--- src/shared/spf_pkg.sv ---
package spf_pkg;
  // ==========================================
  // Register map
  localparam logic [3:0]  SPF_OFS_FUNC     = 4'h0;
  localparam logic [3:0]  SPF_OFS_DATA     = 4'h4;
  localparam logic [3:0]  SPF_OFS_CHCTL    = 4'h8;
  localparam logic [15:0] SPF_FUNC_RESET   = 16'hA888;
  localparam logic [7:0]  SPF_DATA_RESET   = 8'h00;
  localparam logic [5:0]  SPF_CHCTL_RESET  = 6'h00;
  localparam int          SPF_TE_POS       = 0;
  localparam int          SPF_RE_POS       = 3;
  localparam logic [1:0]  SPF_RESP_OKAY    = 2'b00;
  localparam logic [1:0]  SPF_RESP_SLVERR  = 2'b10;

  // ==========================================
  // Mode field codes
  localparam logic [1:0]  SPF_MD_ALT       = 2'b00;
  localparam logic [1:0]  SPF_MD_OUT       = 2'b01;
  localparam logic [1:0]  SPF_MD_IN_PU     = 2'b10;
  localparam logic [1:0]  SPF_MD_IN_NOPU   = 2'b11;

  // ==========================================
  // Pin carriers
  typedef struct packed {
    logic [7:0] o;
    logic [7:0] oe;
    logic [7:0] pu;
    logic [2:0] rx_pu;
  } spf_pad_out_s;

  typedef struct packed {
    logic [2:0] txd;
    logic [2:0] te;
    logic [2:0] re;
  } spf_ser_s;
endpackage

--- src/rtl/spf_top.sv ---
// Notes on behaviour
// - 16-bit function register, reset to A888 by power-on reset only.
// - Paired fields take effect only while that channel's enables are clear; single pins always follow theirs.
// - Transmit enable forces the channel's transmit pin to serial output.
// - Receive enable forces the channel's receive pin to input.
// - Bits 15:14: alt, reserved, input pull-up, input no pull-up.
// - Single pins 6,5,3,1: alt, output, input pull-up, input no pull-up.
// - Paired fields: serial both, tx output, rx input pu, rx input no pu.
// - One shared data bit serves both pins of a pair.
// - Paired upper bit set: transmit pin driven only while transmit enabled.
// - Data read gives stored bit in alt/output modes, pin level in input.
//
// Implementation choices: the address map and the AXI4-Lite interface to the registers.
module spf_top (
  input  wire logic                 aclk,
  input  wire logic                 aresetn,
  input  wire logic [3:0]           s_axi_awaddr,
  input  wire logic                 s_axi_awvalid,
  output logic                      s_axi_awready,
  input  wire logic [31:0]          s_axi_wdata,
  input  wire logic [3:0]           s_axi_wstrb,
  input  wire logic                 s_axi_wvalid,
  output logic                      s_axi_wready,
  output logic [1:0]                s_axi_bresp,
  output logic                      s_axi_bvalid,
  input  wire logic                 s_axi_bready,
  input  wire logic [3:0]           s_axi_araddr,
  input  wire logic                 s_axi_arvalid,
  output logic                      s_axi_arready,
  output logic [31:0]               s_axi_rdata,
  output logic [1:0]                s_axi_rresp,
  output logic                      s_axi_rvalid,
  input  wire logic                 s_axi_rready,
  input  wire spf_pkg::spf_ser_s    ser_ctl,
  input  wire logic [7:0]           pad_level,
  input  wire logic [2:0]           rx_level,
  output spf_pkg::spf_pad_out_s     pad_drive,
  output logic [2:0]                rx_data
);
  import spf_pkg::*;

  // ==========================================
  // Pin synchronisers
  logic [7:0] pad_s1_r, pad_s2_r;
  logic [2:0] rx_s1_r, rx_s2_r;
  always_ff @(posedge aclk) begin
    pad_s1_r <= pad_level;
    pad_s2_r <= pad_s1_r;
    rx_s1_r  <= rx_level;
    rx_s2_r  <= rx_s1_r;
  end

  // ==========================================
  // Register bus
  logic [15:0] func_r, func_nxt;
  logic [7:0]  data_r, data_nxt;
  logic [5:0]  chctl_r, chctl_nxt;
  logic        aw_hold_r, aw_hold_nxt, w_hold_r, w_hold_nxt;
  logic [3:0]  awaddr_r, awaddr_nxt;
  logic [31:0] wdata_r, wdata_nxt;
  logic [3:0]  wstrb_r, wstrb_nxt;
  logic        bvalid_r, bvalid_nxt, rvalid_r, rvalid_nxt;
  logic [1:0]  bresp_r, bresp_nxt, rresp_r, rresp_nxt;
  logic [31:0] rdata_r, rdata_nxt;
  logic [7:0]  in_mode;
  logic [7:0]  data_rd;

  // Readies registered as well, so every bus output leaves a flip-flop
  logic        awready_r, awready_nxt, wready_r, wready_nxt;
  logic        arready_r, arready_nxt;

  assign s_axi_awready = awready_r;
  assign s_axi_wready  = wready_r;
  assign s_axi_arready = arready_r;
  assign s_axi_bvalid  = bvalid_r;
  assign s_axi_bresp   = bresp_r;
  assign s_axi_rvalid  = rvalid_r;
  assign s_axi_rresp   = rresp_r;
  assign s_axi_rdata   = rdata_r;

  always_comb begin
    logic       aw_ok, w_ok;
    logic [3:0] a;
    logic [31:0] d;
    logic [3:0] s;
    aw_ok = 1'b0;
    w_ok  = 1'b0;
    a     = awaddr_r;
    d     = wdata_r;
    s     = wstrb_r;
    aw_hold_nxt = aw_hold_r;
    w_hold_nxt  = w_hold_r;
    awaddr_nxt  = awaddr_r;
    wdata_nxt   = wdata_r;
    wstrb_nxt   = wstrb_r;
    bvalid_nxt  = bvalid_r && !s_axi_bready;
    bresp_nxt   = bresp_r;
    func_nxt    = func_r;
    data_nxt    = data_r;
    chctl_nxt   = chctl_r;
    if (s_axi_awvalid && s_axi_awready) begin
      aw_hold_nxt = 1'b1;
      awaddr_nxt  = s_axi_awaddr;
      a           = s_axi_awaddr;
    end
    if (s_axi_wvalid && s_axi_wready) begin
      w_hold_nxt = 1'b1;
      wdata_nxt  = s_axi_wdata;
      wstrb_nxt  = s_axi_wstrb;
      d          = s_axi_wdata;
      s          = s_axi_wstrb;
    end
    aw_ok = aw_hold_nxt;
    w_ok  = w_hold_nxt;
    if (aw_ok && w_ok) begin
      aw_hold_nxt = 1'b0;
      w_hold_nxt  = 1'b0;
      bvalid_nxt  = 1'b1;
      bresp_nxt   = SPF_RESP_OKAY;
      unique case (a)
        SPF_OFS_FUNC: begin
          // Byte lanes honoured, upper half reads zero
          if (s[0]) func_nxt[7:0]  = d[7:0];
          if (s[1]) func_nxt[15:8] = d[15:8];
        end
        SPF_OFS_DATA: begin
          if (s[0]) data_nxt = d[7:0];
        end
        SPF_OFS_CHCTL: begin
          if (s[0]) chctl_nxt = d[5:0];
        end
        default: bresp_nxt = SPF_RESP_SLVERR;
      endcase
    end
    awready_nxt = !aw_hold_nxt && !bvalid_nxt;
    wready_nxt  = !w_hold_nxt && !bvalid_nxt;
  end

  always_comb begin
    rvalid_nxt = rvalid_r && !s_axi_rready;
    rdata_nxt  = rdata_r;
    rresp_nxt  = rresp_r;
    if (s_axi_arvalid && s_axi_arready) begin
      rvalid_nxt = 1'b1;
      rresp_nxt  = SPF_RESP_OKAY;
      unique case (s_axi_araddr)
        SPF_OFS_FUNC:  rdata_nxt = {16'h0000, func_r};
        SPF_OFS_DATA:  rdata_nxt = {24'h00_0000, data_rd};
        SPF_OFS_CHCTL: rdata_nxt = {26'h000_0000, chctl_r};
        default: begin
          rdata_nxt = 32'h0000_0000;
          rresp_nxt = SPF_RESP_SLVERR;
        end
      endcase
    end
    arready_nxt = !rvalid_nxt;
  end

  always_ff @(posedge aclk) begin
    if (!aresetn) begin
      func_r    <= SPF_FUNC_RESET;
      data_r    <= SPF_DATA_RESET;
      chctl_r   <= SPF_CHCTL_RESET;
      aw_hold_r <= 1'b0;
      w_hold_r  <= 1'b0;
      awaddr_r  <= 4'h0;
      wdata_r   <= 32'h0000_0000;
      wstrb_r   <= 4'h0;
      bvalid_r  <= 1'b0;
      bresp_r   <= SPF_RESP_OKAY;
      rvalid_r  <= 1'b0;
      rresp_r   <= SPF_RESP_OKAY;
      rdata_r   <= 32'h0000_0000;
      awready_r <= 1'b0;
      wready_r  <= 1'b0;
      arready_r <= 1'b0;
    end else begin
      func_r    <= func_nxt;
      data_r    <= data_nxt;
      chctl_r   <= chctl_nxt;
      aw_hold_r <= aw_hold_nxt;
      w_hold_r  <= w_hold_nxt;
      awaddr_r  <= awaddr_nxt;
      wdata_r   <= wdata_nxt;
      wstrb_r   <= wstrb_nxt;
      bvalid_r  <= bvalid_nxt;
      bresp_r   <= bresp_nxt;
      rvalid_r  <= rvalid_nxt;
      rresp_r   <= rresp_nxt;
      rdata_r   <= rdata_nxt;
      awready_r <= awready_nxt;
      wready_r  <= wready_nxt;
      arready_r <= arready_nxt;
    end
  end

  // ==========================================
  // Pin multiplexer
  // Effective enables: software bits OR'd with live serial channel enables
  logic [2:0]   te_eff, re_eff;
  spf_pad_out_s pad_nxt, pad_r;
  logic [2:0]   rxd_nxt, rxd_r;
  assign te_eff = chctl_r[SPF_TE_POS +: 3] | ser_ctl.te;
  assign re_eff = chctl_r[SPF_RE_POS +: 3] | ser_ctl.re;

  always_comb begin
    logic [1:0] md;
    int unsigned ch;
    md      = 2'b00;
    ch      = 0;
    pad_nxt = '0;
    in_mode = 8'h00;
    rxd_nxt = 3'b111;
    for (int p = 0; p < 8; p++) begin
      md = func_r[2*p +: 2];
      if (p == 0 || p == 2 || p == 4) begin
        // Pair: pin p transmits; its receive pin is a pad of its own
        ch = unsigned'(p / 2);
        if (te_eff[ch] || md[1] || md == SPF_MD_ALT) begin
          // Serial output only while transmitting, else high-Z
          pad_nxt.o[p]  = ser_ctl.txd[ch];
          pad_nxt.oe[p] = te_eff[ch];
        end else begin
          pad_nxt.o[p]  = data_r[p];
          pad_nxt.oe[p] = 1'b1;
        end
        // Receive enable keeps the receive pad a plain serial input
        pad_nxt.rx_pu[ch] = !re_eff[ch] && (md == SPF_MD_IN_PU);
        if (re_eff[ch] || !md[1]) rxd_nxt[ch] = rx_s2_r[ch];
        else in_mode[p] = 1'b1;
      end else begin
        // Reserved code on pin 7 treated as alternate
        unique case (md)
          SPF_MD_ALT: pad_nxt.oe[p] = 1'b0;
          SPF_MD_OUT: begin
            pad_nxt.o[p]  = data_r[p];
            pad_nxt.oe[p] = (p != 7);
          end
          SPF_MD_IN_PU: begin
            pad_nxt.pu[p] = 1'b1;
            in_mode[p]    = 1'b1;
          end
          SPF_MD_IN_NOPU: in_mode[p] = 1'b1;
        endcase
      end
    end
  end

  // Input pins return the synchronised level; pair data bit reads its rx pin
  always_comb begin
    for (int b = 0; b < 8; b++) begin
      if (!in_mode[b]) data_rd[b] = data_r[b];
      else if (b == 0 || b == 2 || b == 4) data_rd[b] = rx_s2_r[b/2];
      else data_rd[b] = pad_s2_r[b];
    end
  end

  always_ff @(posedge aclk) begin
    if (!aresetn) begin
      pad_r <= '0;
      rxd_r <= 3'b111;
    end else begin
      // Enables override; field reaches pins one cycle later
      pad_r <= pad_nxt;
      rxd_r <= rxd_nxt;
    end
  end
  assign pad_drive = pad_r;
  assign rx_data   = rxd_r;

  // ==========================================
  // Checks
  AST_RESET_VALUE: assert property (@(posedge aclk)
    $rose(aresetn) |-> func_r == SPF_FUNC_RESET)
    else $error("function register not at reset value");
  AST_TX_FORCED: assert property (@(posedge aclk) disable iff (!aresetn)
    te_eff[0] |=> pad_drive.oe[0] && pad_drive.o[0] == $past(ser_ctl.txd[0]))
    else $error("tx pin not carrying serial output");
  AST_RX_INPUT: assert property (@(posedge aclk) disable iff (!aresetn)
    re_eff[0] |=> !pad_drive.rx_pu[0] && rx_data[0] == $past(rx_s2_r[0]))
    else $error("rx pin not routed to serial receive");
  AST_HIGHZ: assert property (@(posedge aclk) disable iff (!aresetn)
    func_r[1] && !te_eff[0] |=> !pad_drive.oe[0])
    else $error("tx pin not high impedance");
  AST_PIN7_NO_OUT: assert property (@(posedge aclk) disable iff (!aresetn)
    1'b1 |=> !pad_drive.oe[7])
    else $error("pin 7 driven");
  AST_PU6: assert property (@(posedge aclk) disable iff (!aresetn)
    func_r[13:12] == SPF_MD_IN_PU |=> pad_drive.pu[6])
    else $error("pin 6 pull-up missing");
  AST_OUT1: assert property (@(posedge aclk) disable iff (!aresetn)
    func_r[3:2] == SPF_MD_OUT |=> pad_drive.oe[1] && pad_drive.o[1] == $past(data_r[1]))
    else $error("pin 1 general output wrong");
  AST_GPO0: assert property (@(posedge aclk) disable iff (!aresetn)
    func_r[1:0] == SPF_MD_OUT && !te_eff[0]
    |=> pad_drive.oe[0] && pad_drive.o[0] == $past(data_r[0]))
    else $error("paired general output wrong");
  AST_PAIR_READ: assert property (@(posedge aclk) disable iff (!aresetn)
    func_r[1] && !re_eff[0] |-> data_rd[0] == rx_s2_r[0])
    else $error("pair data bit not read from receive pin");
  AST_READ_STORED: assert property (@(posedge aclk) disable iff (!aresetn)
    data_rd[3] == (func_r[7] ? pad_s2_r[3] : data_r[3]))
    else $error("pin 3 read value wrong");
endmodule

--- config.mk ---
export PLATFORM = sky130hd
export DESIGN_NAME = spf_top
export DESIGN_NICKNAME = d
export VERILOG_FILES = /design/src/shared/spf_pkg.sv /design/src/rtl/spf_top.sv
export SDC_FILE = /design/constraint.sdc
export NUM_CORES = 1
export LEC_CHECK = 0
export BUFFER_PORTS_ARGS = -buffer_cell sky130_fd_sc_hd__buf_2
export CAP_MARGIN = 0
export CORE_UTILIZATION = 54
export DETAILED_ROUTE_END_ITERATION = 10
export GPL_ROUTABILITY_DRIVEN = 0
export GPL_TIMING_DRIVEN = 0
export PLACE_DENSITY = 0.88
export SYNTH_ARGS = -nofsm -noshare
export SYNTH_HDL_FRONTEND = slang
export SYNTH_SLANG_ARGS = --single-unit
--- constraint.sdc ---
create_clock -name aclk -period 4.68 [get_ports aclk]
set_input_delay 0 -clock aclk [delete_from_list [all_inputs] [get_ports aclk]]
set_output_delay 0 -clock aclk [all_outputs]
set_load 0.03 [all_outputs]
## Word level (Yosys, flattened, before mapping)

Index checks and enable logic that the tools add are counted.

- Muxes and demuxes: 40
- Reduce and logical (&&, ||, !) cells: 56
- Bitwise logic cells: 2
- Eq/ne operators: 22

Operators by type and width:

| operator | count |
|---|---|
| 16-bit one-hot mux with 3 select lines | 1 |
| 1-bit 2-to-1 mux | 34 |
| 2-bit == test, second input constant | 13 |
| 16-bit 2-to-1 mux | 1 |
| 2-bit AND reduction | 8 |
| 1-bit logical NOT | 12 |
| 3-bit AND reduction | 4 |
| 1-bit logical AND | 11 |
| 2-bit by 1-bit == test with 1-bit output, second input constant | 5 |
| 2-bit OR reduction | 5 |
| 1-bit logical OR | 9 |
| 4-bit by 3-bit == test with 1-bit output, second input constant | 2 |
| 4-bit == test, second input constant | 2 |
| 4-bit logical NOT | 2 |
| 2-bit logical NOT | 3 |
| 2-bit 2-to-1 mux | 3 |
| 3-bit bitwise OR | 2 |
| 3-bit OR reduction | 2 |
| 4-bit 2-to-1 mux | 1 |

- Output and inout port bits: 71
- Register bits: 147

## Logic depth before layout (Yosys ltp)

- Depth after elaboration: 6
- Gate-level depth with buffers: 6

## Worst setup path before layout

No wires, ideal clock.

- Path type: reg2reg
- Start: reg awready_r (netlist: s_axi_awready)
- End: reg chctl_r[0]
- Path slack: 2.859 ns
- Cell stages (with the launch flop): 6
- Arrival: 1.749 ns
- Period minus slack after synthesis: 1.821 ns
- Cell sequence: dfxtp_1 -> and4bb_4 -> o211ai_4 -> buf_6 -> a211oi_4 -> mux2i_1

- Word-level cells in the longest chain between the ends: 4
- Elaborated cells between the ends (all ways): 6

Ends and longest elaborated chain:

| what | line | RTL |
|---|---|---|
| from (decl) | spf_top.sv:69 | `logic awready_r, awready_nxt, wready_r, wready_nxt;` |
| from (signal assigned) | spf_top.sv:191 | `awready_r <= awready_nxt;` |
| 1-bit logical AND (*) | spf_top.sv:101 | `if (s_axi_awvalid && s_axi_awready) begin` |
| 4-bit 2-to-1 mux or 1-bit 2-to-1 mux (tied branches) | n/a |  |
| 4-bit == test or 1-bit logical AND (tied branches) | spf_top.sv:120, spf_top.sv:115 |  |
| 3-bit AND reduction (no source line) (*) | n/a |  |
| to (signal assigned) | spf_top.sv:180 | `chctl_r <= chctl_nxt;` |
| to (decl) | spf_top.sv:57 | `logic [5:0] chctl_r, chctl_nxt;` |

Mark *: on every way between the ends. The rest lies on a longest branch, timed or not.
A chain may end at the register's enable or synchronous reset.

## Worst setup path after layout

- Start: reg arready_r (netlist: s_axi_arready)
- End: reg rdata_r[6] (netlist: s_axi_rdata[6])

- Word-level cells in the longest chain between the ends: 1

Ends and longest elaborated chain:

| what | line | RTL |
|---|---|---|
| from (decl) | spf_top.sv:70 | `logic arready_r, arready_nxt;` |
| from (signal assigned) | spf_top.sv:193 | `arready_r <= arready_nxt;` |
| 1-bit logical AND | spf_top.sv:143 | `if (s_axi_arvalid && s_axi_arready) begin` |
| to (signal assigned) | spf_top.sv:190 | `rdata_r <= rdata_nxt;` |
| to (decl) | spf_top.sv:64 | `logic [31:0] rdata_r, rdata_nxt;` |

No other way between the ends.

==> run metrics <==
First-pass DRT Iterations=5; number of synthesized register bits=119; Hold Slack=0.03235 ns; pin count of the biggest net entering global routing=17; Via-to-Cell Ratio=5.512; Synth Warn #=0; critical path endpoint category=flop; # IOs=142; hold_sp=s_axi_wstrb[0]; Worst-Margin Slew=1.123 ns; first-pass GRT wire length=19,950 microns; Final Hold Vio Count=0; Max Clock Freq=438.6 MHz; Seq/Total Area, Yosys=53.23%; NumNets Final=714; Util after Layout=79.52%; Hold-fix buffers, CTS=53; total clock sinks=119; Die X=93.04 microns; sequential share of power=41.4%; setup violators final=0; Fin Clk Skew=0.007110 ns; RSZ-0062 raised after global routing=no; Clock power frac=48.8%; Setup CP Type=reg -> reg; Antenna Nets Post-Route=0; library cells used by synthesis=50; TritonCTS clock tree=built; P&R area growth vs syn=40.15%; Die Y=93.04 microns; Power per Cell Area=407.8 nW/um^2; Inserted Diodes=0; Clock H-tree levels=4; worst hold path depth=4; Synth Cell Area=4476 sq um; non-filler cells, final=758; layout cells sized above 1=28.05%; Initial Utilization=56.74%; number of flops mapped to enable cells by yosys=0; post-DP HPWL=8049 microns; leakage=2.767 nW; Worst R2R End=s_axi_rdata[6]; main flop type after synthesis=dfxtp_1; overall routed net length=13,010 microns; worst endpoint required time=5.13 ns; GRT Total Usage=31.03%; run status=completed; CTS max path bufs=2; num rows=32; GRT overflow=0; setup TNS=0 ns; design area=6272 sq um; port bufs=96; worst-path fanout max=10; initial antenna violation count=0; Mapped Cells=454; Worst Hold End=wstrb_r[0]; via count=4,178; worst r2r src=s_axi_arready; Core Footprint=7888 sq um; Post-Syn Area per Cell=9.858 sq um; WP data arrival=2.73 ns; setup bufs post-CTS=0; Sw Pwr=636.9 uW; Internal=1.921 mW; die area=8656 sq um; Worst R2R Path Depth=5; CTS Buf Count=17; fin crit share=48.72%; Post-CTS Resized=0; worst hold path type=in -> reg; power share of the combinational group=9.8%; CP startpoint kind=flop; Clock Latency Late Sink=0.52 ns; clock root cell=clkbuf_8; r2r setup slk=2.40 ns; vias in the first global route=4,119; cell count after placement=673; Cell Area, Placed=5162 sq um; clk slew on worst S/H paths=0.06 ns; Iteration-0 DRC Markers=276; minimum clock period=2.280 ns; ys async rst share=0%; Max Cap Viol=0; Rel. slew slack=24.09%; Worst VDD drop=0.2699 mV; Final Max Slew Viols=0; Sw Ratio=24.90%; Remaining DRCs=0; WL/cell=17.16 microns
## cells in the final DEF, fill, tap and decap left out, drive strengths merged, types with 3 or more instances in the layout
cell type	n
buf	124
dfxtp	119
nand2	62
dlygate4sd3	53
mux2i	34
nor2	32
clkbuf	31
a21oi	27
conb	22
nand3	16
mux2	15
o21ai	15
and2	11
inv	11
nor3	10
clkinv	8
nand2b	5
nand3b	5
a211oi	5
or4	4
nor3b	4
nor4	4
and3	3
or3	3
a221oi	3
o221a	3
a21o	3
## power by group through the flow
stage / logic, mW / registers [mW] / clock network [mW]
final: 0.252 / 1.06 / 1.25
after global routing: 0.267 / 1.06 / 1.30
after CTS: 0.244 / 1.06 / 1.26
after detailed placement: 0.209 / 1.08 / 0
after global placement: 0.205 / 1.08 / 0
after floorplan: 0.123 / 1.10 / 0
## flip-flops by register name (all words and copies together), names as in the netlist, 4 cells and up
register	count
s_axi_rdata	16
pad_s1_r	5
awaddr_r	4
pad_s2_r	5
pad_drive	23
data_r	8
func_r	16
chctl_r	6
wdata_r	16
## cell usage after synthesis, drive strengths merged (4+ instances only)
cell type  number  area share, %
dfxtp         119             53
nand2          62            5.2
mux2i          34            7.6
nor2           32            2.7
buf            28            4.5
a21oi          27            3.0
nand3          16            1.8
mux2           15            3.8
o21ai          15            1.7
clkbuf         13            1.1
and2           11            1.6
nor3           10            1.1
inv             9           0.75
a211oi          5            1.5
nand2b          5           0.70
nand3b          5           0.92
nor3b           4           0.67
nor4            4           0.56
or4             4           0.67
## cell type report
type / instances / area, sq um
clock inverter: 14 / 151.4
buffer: 41 / 252.7
clock buffer: 18 / 427.9
timing repair buffer: 149 / 1011
sequential: 119 / 2382
inverter: 9 / 33.78
fill: 498 / 1615
tap: 102 / 127.6
multi-input combinational: 306 / 1886
## routing by layer
layer	track usage [%]	share of wire [%]
met1	33.91	37
met2	54.17	51
met3	7.398	8.3
met4	18.97	4.1
met5	0	0
## critical path: stages, from the launching register on
cell	delay, ns
dfxtp_1	0.36
nand2_1	0.26
a2111oi_1	0.62
dlygate4sd3_1	0.70
nand2_1	0.10
o21ai_1	0.18
## worst max path at each step
stage                              from        endpoint  slack [ns]  cells after the start
after detailed placement  s_axi_awready       data_r[2]        2.74                      5
after global routing      s_axi_arready  s_axi_rdata[6]        2.28                      5
after floorplan           s_axi_awready      chctl_r[0]        2.86                      5
after CTS                 s_axi_arready  s_axi_rdata[6]        2.51                      5
after global placement    s_axi_awready       data_r[1]        2.82                      5
final                     s_axi_arready  s_axi_rdata[6]        2.40                      5
## logic make-up (layout without fill, tap and decap cells)
| family | count (synthesis) | after routing | share of synthesized area (%) |
|---|---|---|---|
| and+or+nand+nor | 164 | 164 | 17.95 |
| DFF | 119 | 119 | 53.23 |
| AOI/OAI and AO/OA | 71 | 71 | 10.96 |
| buffers and inverters | 50 | 231 | 6.402 |
| muxes | 49 | 49 | 11.38 |
| other | 1 | 22 | 0.08379 |
## through the flow
stage,setup slack (ns),total power [mW]
floorplan,2.859,1.223
global placement,2.815,1.282
detailed placement,2.743,1.288
CTS,2.508,2.557
global route,2.278,2.630
finish,2.400,2.558
Note: power is estimated with default switching activity, not from simulation.
